--- src/rtl/stop_cfg_pkg.sv ---
// shared constants and types for the stop ramp and stop option configuration
package stop_cfg_pkg;

	// object dictionary indices and subindices
	localparam logic [15:0] IDX_QS_RAMP    = 16'h604A;
	localparam logic [15:0] IDX_SPEED_UNIT = 16'h604C;
	localparam logic [15:0] IDX_QS_OPT     = 16'h605A;
	localparam logic [15:0] IDX_SD_OPT     = 16'h605B;
	localparam logic [15:0] IDX_DIS_OPT    = 16'h605C;
	localparam logic [7:0]  SUB_COUNT      = 8'h00;
	localparam logic [7:0]  SUB_FIRST      = 8'h01;
	localparam logic [7:0]  SUB_SECOND     = 8'h02;

	// reset values
	localparam logic [7:0]  ENTRY_COUNT    = 8'h02;
	localparam logic [31:0] RST_QS_SPEED   = 32'h00001388;
	localparam logic [15:0] RST_QS_TIME    = 16'h0001;
	localparam logic [31:0] RST_UNIT_MUL   = 32'h00000001;
	localparam logic [31:0] RST_UNIT_DIV   = 32'h0000003C;
	localparam logic [15:0] RST_OPT        = 16'h0001;

	// option code values
	localparam logic [15:0] OPT_IMMEDIATE  = 16'h0000;
	localparam logic [15:0] OPT_SLOW       = 16'h0001;
	localparam logic [15:0] OPT_QUICK      = 16'h0002;

	// power state machine transitions reported to the block
	localparam logic [1:0]  TRANS_QUICKSTOP = 2'h0;
	localparam logic [1:0]  TRANS_SHUTDOWN  = 2'h1;
	localparam logic [1:0]  TRANS_DISABLE   = 2'h2;

	// entry decode
	localparam logic [3:0]  ENT_NONE       = 4'h0;
	localparam logic [3:0]  ENT_QS_COUNT   = 4'h1;
	localparam logic [3:0]  ENT_QS_SPEED   = 4'h2;
	localparam logic [3:0]  ENT_QS_TIME    = 4'h3;
	localparam logic [3:0]  ENT_UNIT_COUNT = 4'h4;
	localparam logic [3:0]  ENT_UNIT_MUL   = 4'h5;
	localparam logic [3:0]  ENT_UNIT_DIV   = 4'h6;
	localparam logic [3:0]  ENT_QS_OPT     = 4'h7;
	localparam logic [3:0]  ENT_SD_OPT     = 4'h8;
	localparam logic [3:0]  ENT_DIS_OPT    = 4'h9;

	// non-volatile image slots
	localparam int          NV_WORDS       = 7;
	localparam logic [2:0]  NV_QS_SPEED    = 3'h0;
	localparam logic [2:0]  NV_QS_TIME     = 3'h1;
	localparam logic [2:0]  NV_UNIT_MUL    = 3'h2;
	localparam logic [2:0]  NV_UNIT_DIV    = 3'h3;
	localparam logic [2:0]  NV_QS_OPT      = 3'h4;
	localparam logic [2:0]  NV_SD_OPT      = 3'h5;
	localparam logic [2:0]  NV_DIS_OPT     = 3'h6;

	// divider length
	localparam logic [6:0]  DIV_STEPS      = 7'h40;

	typedef enum logic [1:0] {
		stop_immediate,
		stop_slow_ramp,
		stop_quick_ramp
	} stop_kind_type;

	typedef enum logic [1:0] {
		div_idle,
		div_run,
		div_finish
	} div_state_type;

endpackage

--- src/rtl/speed_unit_scale.sv ---
// sequential scaling of an internal speed by multiplier over divisor
`timescale 1ns/1ps
module speed_unit_scale (
	input  wire logic               clk,
	input  wire logic               reset_n,
	input  wire logic               start,
	input  wire logic signed [31:0] speed_in,
	input  wire logic signed [31:0] multiplier,
	input  wire logic signed [31:0] divisor,
	output logic                    busy,
	output logic                    done,
	output logic [31:0]             result,
	output logic                    div_fault,
	output logic                    in_rpm
);

	function automatic logic [63:0] abs64(input logic signed [63:0] v);
		abs64 = v[63] ? 64'(-v) : 64'(v);
	endfunction

	stop_cfg_pkg::div_state_type state;
	logic [63:0] quo;
	logic [31:0] rem;
	logic [31:0] den;
	logic        neg;
	logic [6:0]  steps;
	logic [32:0] trial;
	logic        unit_rpm;

	assign unit_rpm = (multiplier == 32'sh00000001) && (divisor == 32'sh00000001);
	assign trial    = {rem, quo[63]};
	assign busy     = (state != stop_cfg_pkg::div_idle);
	assign in_rpm   = unit_rpm;

	always_ff @(posedge clk) begin
		if (!reset_n) begin
			state     <= stop_cfg_pkg::div_idle;
			quo       <= 64'h0000000000000000;
			rem       <= 32'h00000000;
			den       <= 32'h00000000;
			neg       <= 1'b0;
			steps     <= 7'h00;
			done      <= 1'b0;
			result    <= 32'h00000000;
			div_fault <= 1'b0;
		end else begin
			done <= 1'b0;
			case (state)
				stop_cfg_pkg::div_idle: begin
					if (start) begin
						if (unit_rpm) begin
							// both factors one: value already in revolutions per minute
							result    <= speed_in;
							div_fault <= 1'b0;
							done      <= 1'b1;
						end else if (divisor == 32'sh00000000) begin
							result    <= 32'h00000000;
							div_fault <= 1'b1;
							done      <= 1'b1;
						end else begin
							quo   <= abs64(64'(speed_in) * 64'(multiplier));
							neg   <= speed_in[31] ^ multiplier[31] ^ divisor[31];
							den   <= 32'(abs64(64'(divisor)));
							rem   <= 32'h00000000;
							steps <= stop_cfg_pkg::DIV_STEPS;
							state <= stop_cfg_pkg::div_run;
						end
					end
				end
				stop_cfg_pkg::div_run: begin
					if (trial >= {1'b0, den}) begin
						rem <= 32'(trial - {1'b0, den});
						quo <= {quo[62:0], 1'b1};
					end else begin
						rem <= 32'(trial);
						quo <= {quo[62:0], 1'b0};
					end
					steps <= 7'(steps - 7'h01);
					if (steps == 7'h01) begin
						state <= stop_cfg_pkg::div_finish;
					end
				end
				stop_cfg_pkg::div_finish: begin
					// quotient truncated to 32 bits; overflow is not flagged
					result    <= neg ? 32'(-quo[31:0]) : quo[31:0];
					div_fault <= 1'b0;
					done      <= 1'b1;
					state     <= stop_cfg_pkg::div_idle;
				end
				default: begin
					state <= stop_cfg_pkg::div_idle;
				end
			endcase
		end
	end

endmodule

--- src/rtl/drive_stop_ramp_option_config.sv ---
// stop ramp, speed unit and stop option entries with stop action selection
`timescale 1ns/1ps
// Summary of operation
// quick-stop ramp decelerates quick-stop in velocity mode
// ramps are speed step over time step
// ramp speed step u32 rw, reset 1388h
// ramp time step u16 rw, reset 0001h
// both scaling factors one means rpm
// otherwise scale by multiplier, divide by divisor
// scaling factors s32 rw, reset 1 and 3Ch
// quick-stop option s16, reset 1, 0 immediate
// quick-stop option 1 slow, 2 quick, then disabled
// shutdown option: 0 immediate, 1 slow then disabled
// disable option s16 rw, reset 1, not mappable
// parameters save and restore as application set
// disable option: 0 immediate, 1 slow then disabled
// reserved option writes rejected, value kept
module drive_stop_ramp_option_config (
	input  wire logic                      clk,
	input  wire logic                      reset_n,
	input  wire logic                      od_valid,
	input  wire logic                      od_write,
	input  wire logic                      od_pdo,
	input  wire logic [15:0]               od_index,
	input  wire logic [7:0]                od_subindex,
	input  wire logic [31:0]               od_wdata,
	output logic                           od_ack,
	output logic                           od_abort,
	output logic [31:0]                    od_rdata,
	input  wire logic                      save_store,
	input  wire logic                      save_restore,
	output logic                           save_done,
	input  wire logic                      psm_event,
	input  wire logic [1:0]                psm_transition,
	input  wire logic                      velocity_mode,
	input  wire logic [31:0]               mode_slow_speed,
	input  wire logic [15:0]               mode_slow_time,
	input  wire logic [31:0]               mode_quick_speed,
	input  wire logic [15:0]               mode_quick_time,
	output logic                           stop_valid,
	output stop_cfg_pkg::stop_kind_type    stop_kind,
	output logic                           stop_to_disabled,
	output logic [31:0]                    decel_speed_step,
	output logic [15:0]                    decel_time_step,
	input  wire logic                      speed_start,
	input  wire logic signed [31:0]        speed_internal,
	output logic                           speed_busy,
	output logic                           speed_valid,
	output logic [31:0]                    speed_user,
	output logic                           speed_fault,
	output logic                           speed_in_rpm
);

	// option range check shared by writes and restores
	function automatic logic option_ok(input logic [3:0] ent, input logic [15:0] v);
		if (ent == stop_cfg_pkg::ENT_QS_OPT) begin
			option_ok = (v == stop_cfg_pkg::OPT_IMMEDIATE) || (v == stop_cfg_pkg::OPT_SLOW)
				|| (v == stop_cfg_pkg::OPT_QUICK);
		end else begin
			option_ok = (v == stop_cfg_pkg::OPT_IMMEDIATE) || (v == stop_cfg_pkg::OPT_SLOW);
		end
	endfunction

	logic [31:0] qs_speed_step;
	logic [15:0] qs_time_step;
	logic [31:0] unit_multiplier;
	logic [31:0] unit_divisor;
	logic [15:0] qs_option;
	logic [15:0] sd_option;
	logic [15:0] dis_option;
	logic [31:0] nv_image [0:stop_cfg_pkg::NV_WORDS-1];

	logic [3:0]  entry;
	logic        entry_ro;
	logic        entry_mappable;
	logic        value_ok;
	logic        wr_take;
	logic [31:0] next_rdata;
	logic        restore_ok;

	// entry decode
	always_comb begin
		entry = stop_cfg_pkg::ENT_NONE;
		case (od_index)
			stop_cfg_pkg::IDX_QS_RAMP: begin
				case (od_subindex)
					stop_cfg_pkg::SUB_COUNT:  entry = stop_cfg_pkg::ENT_QS_COUNT;
					stop_cfg_pkg::SUB_FIRST:  entry = stop_cfg_pkg::ENT_QS_SPEED;
					stop_cfg_pkg::SUB_SECOND: entry = stop_cfg_pkg::ENT_QS_TIME;
					default:                  entry = stop_cfg_pkg::ENT_NONE;
				endcase
			end
			stop_cfg_pkg::IDX_SPEED_UNIT: begin
				case (od_subindex)
					stop_cfg_pkg::SUB_COUNT:  entry = stop_cfg_pkg::ENT_UNIT_COUNT;
					stop_cfg_pkg::SUB_FIRST:  entry = stop_cfg_pkg::ENT_UNIT_MUL;
					stop_cfg_pkg::SUB_SECOND: entry = stop_cfg_pkg::ENT_UNIT_DIV;
					default:                  entry = stop_cfg_pkg::ENT_NONE;
				endcase
			end
			stop_cfg_pkg::IDX_QS_OPT: begin
				if (od_subindex == stop_cfg_pkg::SUB_COUNT) begin
					entry = stop_cfg_pkg::ENT_QS_OPT;
				end
			end
			stop_cfg_pkg::IDX_SD_OPT: begin
				if (od_subindex == stop_cfg_pkg::SUB_COUNT) begin
					entry = stop_cfg_pkg::ENT_SD_OPT;
				end
			end
			stop_cfg_pkg::IDX_DIS_OPT: begin
				if (od_subindex == stop_cfg_pkg::SUB_COUNT) begin
					entry = stop_cfg_pkg::ENT_DIS_OPT;
				end
			end
			default: entry = stop_cfg_pkg::ENT_NONE;
		endcase
	end

	assign entry_ro = (entry == stop_cfg_pkg::ENT_QS_COUNT)
		|| (entry == stop_cfg_pkg::ENT_UNIT_COUNT);
	// only ramp and scaling values travel in received process data
	assign entry_mappable = (entry == stop_cfg_pkg::ENT_QS_SPEED)
		|| (entry == stop_cfg_pkg::ENT_QS_TIME) || (entry == stop_cfg_pkg::ENT_UNIT_MUL)
		|| (entry == stop_cfg_pkg::ENT_UNIT_DIV);
	assign value_ok = ((entry != stop_cfg_pkg::ENT_QS_OPT) && (entry != stop_cfg_pkg::ENT_SD_OPT)
		&& (entry != stop_cfg_pkg::ENT_DIS_OPT)) || option_ok(entry, od_wdata[15:0]);
	assign wr_take = od_valid && od_write && (entry != stop_cfg_pkg::ENT_NONE) && !entry_ro
		&& value_ok && (!od_pdo || entry_mappable);

	// a corrupt image must not load reserved codes into the option entries
	assign restore_ok = option_ok(stop_cfg_pkg::ENT_QS_OPT, nv_image[stop_cfg_pkg::NV_QS_OPT][15:0])
		&& option_ok(stop_cfg_pkg::ENT_SD_OPT, nv_image[stop_cfg_pkg::NV_SD_OPT][15:0])
		&& option_ok(stop_cfg_pkg::ENT_DIS_OPT, nv_image[stop_cfg_pkg::NV_DIS_OPT][15:0]);

	// ramp entries
	always_ff @(posedge clk) begin
		if (!reset_n) begin
			qs_speed_step <= stop_cfg_pkg::RST_QS_SPEED;
			qs_time_step  <= stop_cfg_pkg::RST_QS_TIME;
		end else if (save_restore && restore_ok) begin
			qs_speed_step <= nv_image[stop_cfg_pkg::NV_QS_SPEED];
			qs_time_step  <= nv_image[stop_cfg_pkg::NV_QS_TIME][15:0];
		end else if (wr_take) begin
			if (entry == stop_cfg_pkg::ENT_QS_SPEED) begin
				qs_speed_step <= od_wdata;
			end
			if (entry == stop_cfg_pkg::ENT_QS_TIME) begin
				qs_time_step <= od_wdata[15:0];
			end
		end
	end

	// scaling entries
	always_ff @(posedge clk) begin
		if (!reset_n) begin
			unit_multiplier <= stop_cfg_pkg::RST_UNIT_MUL;
			unit_divisor    <= stop_cfg_pkg::RST_UNIT_DIV;
		end else if (save_restore && restore_ok) begin
			unit_multiplier <= nv_image[stop_cfg_pkg::NV_UNIT_MUL];
			unit_divisor    <= nv_image[stop_cfg_pkg::NV_UNIT_DIV];
		end else if (wr_take) begin
			if (entry == stop_cfg_pkg::ENT_UNIT_MUL) begin
				unit_multiplier <= od_wdata;
			end
			if (entry == stop_cfg_pkg::ENT_UNIT_DIV) begin
				unit_divisor <= od_wdata;
			end
		end
	end

	// option code entries
	always_ff @(posedge clk) begin
		if (!reset_n) begin
			qs_option  <= stop_cfg_pkg::RST_OPT;
			sd_option  <= stop_cfg_pkg::RST_OPT;
			dis_option <= stop_cfg_pkg::RST_OPT;
		end else if (save_restore && restore_ok) begin
			qs_option  <= nv_image[stop_cfg_pkg::NV_QS_OPT][15:0];
			sd_option  <= nv_image[stop_cfg_pkg::NV_SD_OPT][15:0];
			dis_option <= nv_image[stop_cfg_pkg::NV_DIS_OPT][15:0];
		end else if (wr_take) begin
			if (entry == stop_cfg_pkg::ENT_QS_OPT) begin
				qs_option <= od_wdata[15:0];
			end
			if (entry == stop_cfg_pkg::ENT_SD_OPT) begin
				sd_option <= od_wdata[15:0];
			end
			if (entry == stop_cfg_pkg::ENT_DIS_OPT) begin
				dis_option <= od_wdata[15:0];
			end
		end
	end

	// non-volatile image, holds factory values until the first store
	always_ff @(posedge clk) begin
		if (!reset_n) begin
			save_done <= 1'b0;
		end else begin
			save_done <= save_store || save_restore;
		end
	end

	always_ff @(posedge clk) begin
		if (!reset_n) begin
			nv_image[stop_cfg_pkg::NV_QS_SPEED] <= stop_cfg_pkg::RST_QS_SPEED;
			nv_image[stop_cfg_pkg::NV_QS_TIME]  <= {16'h0000, stop_cfg_pkg::RST_QS_TIME};
			nv_image[stop_cfg_pkg::NV_UNIT_MUL] <= stop_cfg_pkg::RST_UNIT_MUL;
			nv_image[stop_cfg_pkg::NV_UNIT_DIV] <= stop_cfg_pkg::RST_UNIT_DIV;
			nv_image[stop_cfg_pkg::NV_QS_OPT]   <= {16'h0000, stop_cfg_pkg::RST_OPT};
			nv_image[stop_cfg_pkg::NV_SD_OPT]   <= {16'h0000, stop_cfg_pkg::RST_OPT};
			nv_image[stop_cfg_pkg::NV_DIS_OPT]  <= {16'h0000, stop_cfg_pkg::RST_OPT};
		end else if (save_store && !save_restore) begin
			nv_image[stop_cfg_pkg::NV_QS_SPEED] <= qs_speed_step;
			nv_image[stop_cfg_pkg::NV_QS_TIME]  <= {16'h0000, qs_time_step};
			nv_image[stop_cfg_pkg::NV_UNIT_MUL] <= unit_multiplier;
			nv_image[stop_cfg_pkg::NV_UNIT_DIV] <= unit_divisor;
			nv_image[stop_cfg_pkg::NV_QS_OPT]   <= {16'h0000, qs_option};
			nv_image[stop_cfg_pkg::NV_SD_OPT]   <= {16'h0000, sd_option};
			nv_image[stop_cfg_pkg::NV_DIS_OPT]  <= {16'h0000, dis_option};
		end
	end

	// read data; signed 16-bit options sign extend to the full word
	always_comb begin
		next_rdata = 32'h00000000;
		case (entry)
			stop_cfg_pkg::ENT_QS_COUNT:   next_rdata = {24'h000000, stop_cfg_pkg::ENTRY_COUNT};
			stop_cfg_pkg::ENT_QS_SPEED:   next_rdata = qs_speed_step;
			stop_cfg_pkg::ENT_QS_TIME:    next_rdata = {16'h0000, qs_time_step};
			stop_cfg_pkg::ENT_UNIT_COUNT: next_rdata = {24'h000000, stop_cfg_pkg::ENTRY_COUNT};
			stop_cfg_pkg::ENT_UNIT_MUL:   next_rdata = unit_multiplier;
			stop_cfg_pkg::ENT_UNIT_DIV:   next_rdata = unit_divisor;
			stop_cfg_pkg::ENT_QS_OPT:     next_rdata = {{16{qs_option[15]}}, qs_option};
			stop_cfg_pkg::ENT_SD_OPT:     next_rdata = {{16{sd_option[15]}}, sd_option};
			stop_cfg_pkg::ENT_DIS_OPT:    next_rdata = {{16{dis_option[15]}}, dis_option};
			default:                      next_rdata = 32'h00000000;
		endcase
	end

	// access answer one cycle after the request
	always_ff @(posedge clk) begin
		if (!reset_n) begin
			od_ack   <= 1'b0;
			od_abort <= 1'b0;
			od_rdata <= 32'h00000000;
		end else begin
			od_ack   <= od_valid && (od_write ? wr_take : (entry != stop_cfg_pkg::ENT_NONE));
			od_abort <= od_valid && (od_write ? !wr_take : (entry == stop_cfg_pkg::ENT_NONE));
			if (od_valid && !od_write) begin
				od_rdata <= next_rdata;
			end
		end
	end

	// stop action selection on each power state machine transition
	always_ff @(posedge clk) begin
		if (!reset_n) begin
			stop_valid       <= 1'b0;
			stop_kind        <= stop_cfg_pkg::stop_immediate;
			stop_to_disabled <= 1'b0;
			decel_speed_step <= 32'h00000000;
			decel_time_step  <= 16'h0000;
		end else begin
			stop_valid <= psm_event && (psm_transition != 2'h3);
			if (psm_event) begin
				case (psm_transition)
					stop_cfg_pkg::TRANS_QUICKSTOP: begin
						stop_to_disabled <= (qs_option != stop_cfg_pkg::OPT_IMMEDIATE);
						if (qs_option == stop_cfg_pkg::OPT_QUICK) begin
							stop_kind <= stop_cfg_pkg::stop_quick_ramp;
							// velocity mode owns its quick-stop ramp, other modes supply theirs
							decel_speed_step <= velocity_mode ? qs_speed_step : mode_quick_speed;
							decel_time_step  <= velocity_mode ? qs_time_step : mode_quick_time;
						end else if (qs_option == stop_cfg_pkg::OPT_SLOW) begin
							stop_kind        <= stop_cfg_pkg::stop_slow_ramp;
							decel_speed_step <= mode_slow_speed;
							decel_time_step  <= mode_slow_time;
						end else begin
							stop_kind        <= stop_cfg_pkg::stop_immediate;
							decel_speed_step <= 32'h00000000;
							decel_time_step  <= 16'h0000;
						end
					end
					stop_cfg_pkg::TRANS_SHUTDOWN,
					stop_cfg_pkg::TRANS_DISABLE: begin
						// shutdown and disable share one code set
						if ((psm_transition == stop_cfg_pkg::TRANS_SHUTDOWN ? sd_option : dis_option)
							== stop_cfg_pkg::OPT_SLOW) begin
							stop_kind        <= stop_cfg_pkg::stop_slow_ramp;
							stop_to_disabled <= 1'b1;
							decel_speed_step <= mode_slow_speed;
							decel_time_step  <= mode_slow_time;
						end else begin
							stop_kind        <= stop_cfg_pkg::stop_immediate;
							stop_to_disabled <= 1'b0;
							decel_speed_step <= 32'h00000000;
							decel_time_step  <= 16'h0000;
						end
					end
					default: begin
						stop_kind <= stop_kind;
					end
				endcase
			end
		end
	end

	speed_unit_scale scaler (
		.clk        (clk),
		.reset_n    (reset_n),
		.start      (speed_start),
		.speed_in   (speed_internal),
		.multiplier (unit_multiplier),
		.divisor    (unit_divisor),
		.busy       (speed_busy),
		.done       (speed_valid),
		.result     (speed_user),
		.div_fault  (speed_fault),
		.in_rpm     (speed_in_rpm)
	);

endmodule

--- config.mk ---
export PLATFORM = sky130hd
export DESIGN_NAME = drive_stop_ramp_option_config
export DESIGN_NICKNAME = d
export VERILOG_FILES = /design/src/rtl/stop_cfg_pkg.sv /design/src/rtl/speed_unit_scale.sv /design/src/rtl/drive_stop_ramp_option_config.sv
export SDC_FILE = /design/constraint.sdc
export NUM_CORES = 2
export LEC_CHECK = 0
export BUFFER_PORTS_ARGS = -buffer_cell sky130_fd_sc_hd__buf_2
export CELL_PAD_IN_SITES_DETAIL_PLACEMENT = 1
export CELL_PAD_IN_SITES_GLOBAL_PLACEMENT = 1
export CORE_UTILIZATION = 54
export DETAILED_ROUTE_END_ITERATION = 10
export HOLD_SLACK_MARGIN = 0.12
export MAX_ROUTING_LAYER = met4
export PLACE_DENSITY_LB_ADDON = 0.25
export SYNTH_ARGS = -nofsm -noshare
export SYNTH_HDL_FRONTEND = slang
export SYNTH_SLANG_ARGS = --single-unit
--- constraint.sdc ---
create_clock -name clk -period 22.2 [get_ports clk]
set_input_delay 1.11 -clock clk [delete_from_list [all_inputs] [get_ports clk]]
set_output_delay 1.11 -clock clk [all_outputs]
set_load 0.05 [all_outputs]
# Word-level counts from Yosys, hierarchy flattened
# Memories as Yosys holds them, arrays and structs flattened.
# Cells that the tools add are included.
# op_classes
n_addsub	5
mul	1
n_lt_le_gt_ge	1
eq_ne	41
muxes	93
bitwise	11
reduce_logical	71
# op_table
op	n
$mux 32	29
$mux 16	17
$mux 64	4
$pmux 32 s8	1
$pmux 32 s2	3
$pmux 64 s2	1
$eq 16x1->1 const B	6
$eq 16x15->1 const B	5
$eq 32x2->1 const B	2
$logic_not 16->1	4
$mul 32x32->64	1
$neg 32->32	2
$neg 64->64	1
$eq 16x2->1 const B	3
$ge 33x32->1	1
$logic_not 32->1	1
$pmux 16 s2	1
$sub 32x32->32	1
$reduce_bool 2->1	12
$mux 7	3
$pmux 4 s5	1
$mux 1	17
$eq 4x3->1 const B	4
$logic_and 1x1->1	16
other kinds (36)	87
# totals
regBits	419
ramBits	224
wordCells	249
mem_count	1
# memory_table
name	depth	width	read_ports	rd_clocked_by_memory_dff	write_ports	line	rtl
nv_image	7	32	7	0	7	drive_stop_ramp_option_config.sv:71	logic [31:0] nv_image [0:stop_cfg_pkg::NV_WORDS-1];

# Longest topological paths before layout
# logic_depth
word_depth	12
mapped_depth	33
mapped_depth_nobuf	29

# Hierarchy
# Synthesis repeated with hierarchy kept, for this count alone.
# unflattened
hier_cells	6945
area_unflattened_um2	65156.2
# modules_own_cells
module	n_inst	cells_each	area_per_inst_um2
speed_unit_scale	1	5334	47805.8
drive_stop_ramp_option_config	1	1611	17350.4

# Worst setup path before layout
# No wires, ideal clock.
# synth_path
path_type	input-to-reg
from	input save_store
to	memory nv_image[0][0] (enable)
arrival_time_ns	12.356
t_required_ns	21.299
slack_ns	8.943
cell_stages	2
n_path_buf	0
path_cell_list	inv_1 -> o21ai_0
# synth_lines
item	line	rtl
from (decl)	drive_stop_ramp_option_config.sv:30	input wire logic save_store,
to (decl)	drive_stop_ramp_option_config.sv:71	

# Worst setup path after layout
# layout_path
from	input speed_internal[31]
to	register scaler.quo[9]
# layout_between
elab_chain_cells	6
# layout_lines
item	line	rtl
from (decl)	drive_stop_ramp_option_config.sv:46	input wire logic signed [31:0] speed_internal,
$mul 32x32->64	speed_unit_scale.sv:61	quo <= abs64(64'(speed_in) * 64'(multiplier));
$mux 64	speed_unit_scale.sv:18	abs64 = v[63] ? 64'(-v) : 64'(v);
$mux 64	speed_unit_scale.sv:56	end else if (divisor == 32'sh00000000) begin
$mux 64	speed_unit_scale.sv:51	if (unit_rpm) begin
$mux 64	speed_unit_scale.sv:50	if (start) begin
$pmux 64 s2	speed_unit_scale.sv:48	case (state)
to (signal assigned)	speed_unit_scale.sv:61	
to (signal assigned)	speed_unit_scale.sv:73	quo <= {quo[62:0], 1'b1};
to (signal assigned)	speed_unit_scale.sv:76	quo <= {quo[62:0], 1'b0};
to (decl)	speed_unit_scale.sv:22	logic [63:0] quo;
# Every way passes these cells. The select of a mux whose other input is x is not followed.
# A chain may end at the register's enable or synchronous reset.

==> results.json <==
{
  "outcome": "completed",
  "final_core_util_pct": 58.7,
  "period_needed_ns": 11.00,
  "dr.pass1.iters": 8,
  "fmax_mhz": 90.9,
  "p_int_mw": 1.96,
  "clock_skew_ns": 0.0385,
  "path_common_cell": "fa_1",
  "routabilityCongestion": 0.943,
  "vias": 53400,
  "dr.first_iter.drc_count": 4719,
  "pwr-share-clk_pct": 35.5,
  "ys_types": 99,
  "die_area_um2": 122000,
  "syn-num-nets": 8542,
  "yosysMostFrequentCell": "fa_1",
  "coreArea_um2": 119000,
  "grt_pass1_vias": 58500,
  "p_leak_nw": 32.0,
  "drtAntennaViolNets": 0,
  "stdcell_count": 8706,
  "grt_usage_pct": 38.9,
  "ir_worst_vdd_mv": 0.0741,
  "hold_buffers": 0,
  "root_buffer": "clkbuf_16",
  "post-dp-hpwl_um": 172000,
  "yosys.area.top_type": "fa_1",
  "crit_slowest_cell": "fa_1",
  "nets": 8532,
  "wl_um": 229000,
  "cts_setup_buffers": 0,
  "grt_max_degree": 184,
  "synth_top_family_by_area": "adder cells",
  "synthCells": 7038,
  "maxSlewViolCount": 0,
  "cp-end-kind": "flip-flop",
  "yosys.area_share.simple_pct": 17.4,
  "synth_compound_area_share_pct": 10.5,
  "hold_class": "flip-flop to flip-flop",
  "yosysSeqAreaShare_pct": 20.3,
  "cts_buffers": 55,
  "yosys-top-cells-area": "fa_1, dfxtp_1, edfxtp_1, and2_1, inv_1",
  "critPathMaxFanout": 35,
  "finalHoldViolCount": 0,
  "synth-xor-area-share_pct": 2.65,
  "ctsResizeCount": 0,
  "timing.final.ws_setup_ns": 11.20,
  "grt_overflow_total": 0,
  "die_h_um": 349,
  "clk_pin_slew_worst_paths_ns": 0.07,
  "clk-insertion-delay-late_ns": 0.65,
  "synth_top_area_share_pct": 33.3,
  "muxShareOfSynthArea_pct": 2.88,
  "drt-wirelength-per-cell_um": 26.3,
  "drv_cap": 0,
  "grt_pass1_wl_um": 350000,
  "p_switching_uw": 939,
  "drive_above_1_share_pct": 7.94,
  "crit_required_ns": 22.67,
  "dp.cells": 8571,
  "fin_crit_sh_pct": 49.6,
  "htree_levels": 2,
  "startpoint_type": "input port",
  "clock-sinks": 579,
  "initial_core_util_pct": 54.8,
  "path_class": "input port to flip-flop",
  "pwr-share-comb_pct": 24.0,
  "synth_warnings": 0,
  "finalSetupTns_ns": 0,
  "switching_share_pct": 32.4,
  "synth-adder-area-share_pct": 37.7,
  "worst_slew_margin_rel_pct": 7.60,
  "critPathTopFamily": "adder cells",
  "yosys_register_bits": 579,
  "ys_async_sr_fraction_pct": 0,
  "rsz0062_at_grt": "no",
  "fill_cells": 13600,
  "post-place-ws_ns": 10.61,
  "synth_common_cells": "fa_1, inv_1, nand2_1",
  "arrival_ns": 11.48,
  "powerDensity_nw_per_um2": 41.6,
  "antenna_found_initial": 31,
  "syn_area_per_cell_um2": 9.24,
  "area_delta_synth_final_pct": 7.05,
  "io_buffer_count": 318,
  "slowest_delay_ns": 0.93,
  "pin_count": 319,
  "synth_top_flop_cell": "dfxtp_1",
  "netlist_area_um2": 65100,
  "die_w_um": 349,
  "finalSetupViolations": 0,
  "synth_edf_count": 160,
  "seq_power_share_pct": 40.6,
  "clk_path_buf_depth": 3,
  "crit_buf_inv": 8,
  "rows": 126,
  "drcViolationCount": 0,
  "worstMarginPinSlew_ns": 1.38,
  "vias_per_cell": 6.13,
  "cts_tree": "built"
}
## stage by stage
step / area, um^2 / hold slack (ns) / power [mW]
2_1_floorplan: 65100 / 0.417 / 1.68
3_5_place_dp: 67600 / 0.447 / 1.88
5_1_grt: 69600 / 0.486 / 3.01
6_report: 69600 / 0.459 / 2.90
3_3_place_gp: 67600 / 0.429 / 1.85
4_1_cts: 69600 / 0.456 / 2.89
## cell type report
type                    instances  area (um^2)  share of cell area, %
multi-input cells            4980        46400                   66.6
flip-flops and latches        579        13200                   19.0
inverters                    1004         3780                   5.42
repair buffers                408         2280                   3.27
well taps                    1600         2000                   2.87
clock buffers                  76         1590                   2.28
clock inverters                28          344                  0.494
diodes                         31         77.6                  0.111
## power by group through the flow
stage / logic, mW / registers (mW) / clock network, mW
after floorplan: 0.453 / 1.22 / 0
after global placement: 0.658 / 1.19 / 0
after detailed placement: 0.681 / 1.20 / 0
after CTS: 0.687 / 1.17 / 1.03
after global routing: 0.756 / 1.18 / 1.07
final: 0.694 / 1.17 / 1.03
## metal layers
metal	track usage, %	routed length [um]	vias to the layer above
met5	-	0	-
met4	16.5	10800	0
met3	5.83	17300	585
met2	62.8	110000	2296
met1	48.7	90100	27900
li1	-	-	22600
## worst paths after layout
kind	startpoint	end	slack [ns]	cells past startpoint
worst min-delay path	scaler.den[26]$_SDFFE_PN0P_	scaler.den[26]$_SDFFE_PN0P_	0.46	2
worst max-delay path	speed_internal[31]	scaler.quo[9]$_SDFFE_PN0P_	11.20	30
worst max register to register	unit_multiplier[19]$_SDFFE_PN0P_	scaler.quo[60]$_SDFFE_PN0P_	11.82	26
worst min register to register	scaler.den[26]$_SDFFE_PN0P_	scaler.den[26]$_SDFFE_PN0P_	0.46	2
## registers in the layout (all words and copies together) (netlist names), 2 cells and up
register,cells
decel_speed_step,32
decel_time_step,16
dis_option,16
nv_image,160
od_rdata,32
qs_option,16
qs_speed_step,32
qs_time_step,16
scaler.den,32
scaler.quo,64
scaler.rem,32
scaler.result,32
scaler.state,2
scaler.steps,7
sd_option,16
stop_kind,2
unit_divisor,32
unit_multiplier,32
## kinds of logic (layout without fill, tap and decap cells)
logic type	Yosys count	count (layout)
buffers and inverters	1479	1516
adders and majority gates	1308	1308
xor gates and xnor gates	197	197
DFF	579	579
muxes	187	187
other	0	31
AOI/OAI and AO/OA	1009	1009
and+or+nand+nor	2279	2279
## layout by cell type (no fill, tap or decap), types with 11 or more instances in the layout
master,count
fa_1,1083
inv_1,1001
nand2_1,751
and2_1,707
nor2_1,435
dfxtp_1,415
buf_2,318
ha_1,225
a21oi_1,203
o21ai_0,189
mux2i_1,185
edfxtp_1,160
a211oi_1,157
xnor2_1,132
buf_4,89
a22oi_1,80
a221oi_1,76
xor2_1,65
nor3_1,58
nor4_1,57
clkbuf_16,56
o22ai_1,55
nand3_1,48
nand4_1,38
a21o_1,38
nand2b_1,35
diode_2,31
o31ai_1,29
a222oi_1,23
or3_1,21
nor2b_1,19
a31oi_1,19
or4_1,18
o21a_1,14
o211ai_1,12
o21bai_1,12
or2_2,11
and3_1,11
clkbuf_8,11
## worst register-to-register path, cell delays in order, from the launching register on
cell      delay [ns]
dfxtp_1         0.79
buf_4           0.56
nand2_1         0.18
fa_1            0.54
fa_1            0.56
inv_1           0.06
fa_1            0.49
inv_1           0.06
fa_1            0.53
inv_1           0.05
fa_1            0.46
fa_1            0.40
fa_1            0.56
fa_1            0.46
ha_1            0.43
a21oi_1         0.30
o21ai_0         0.24
a221oi_1        0.48
o21ai_0         0.26
nor2_1          0.37
xor2_1          0.32
nand4_1         0.26
nor4b_2         0.67
and4b_1         0.47
nand2_1         0.12
or4_1           0.50
a31oi_1         0.18
Note: power is estimated with default switching activity, not from simulation.
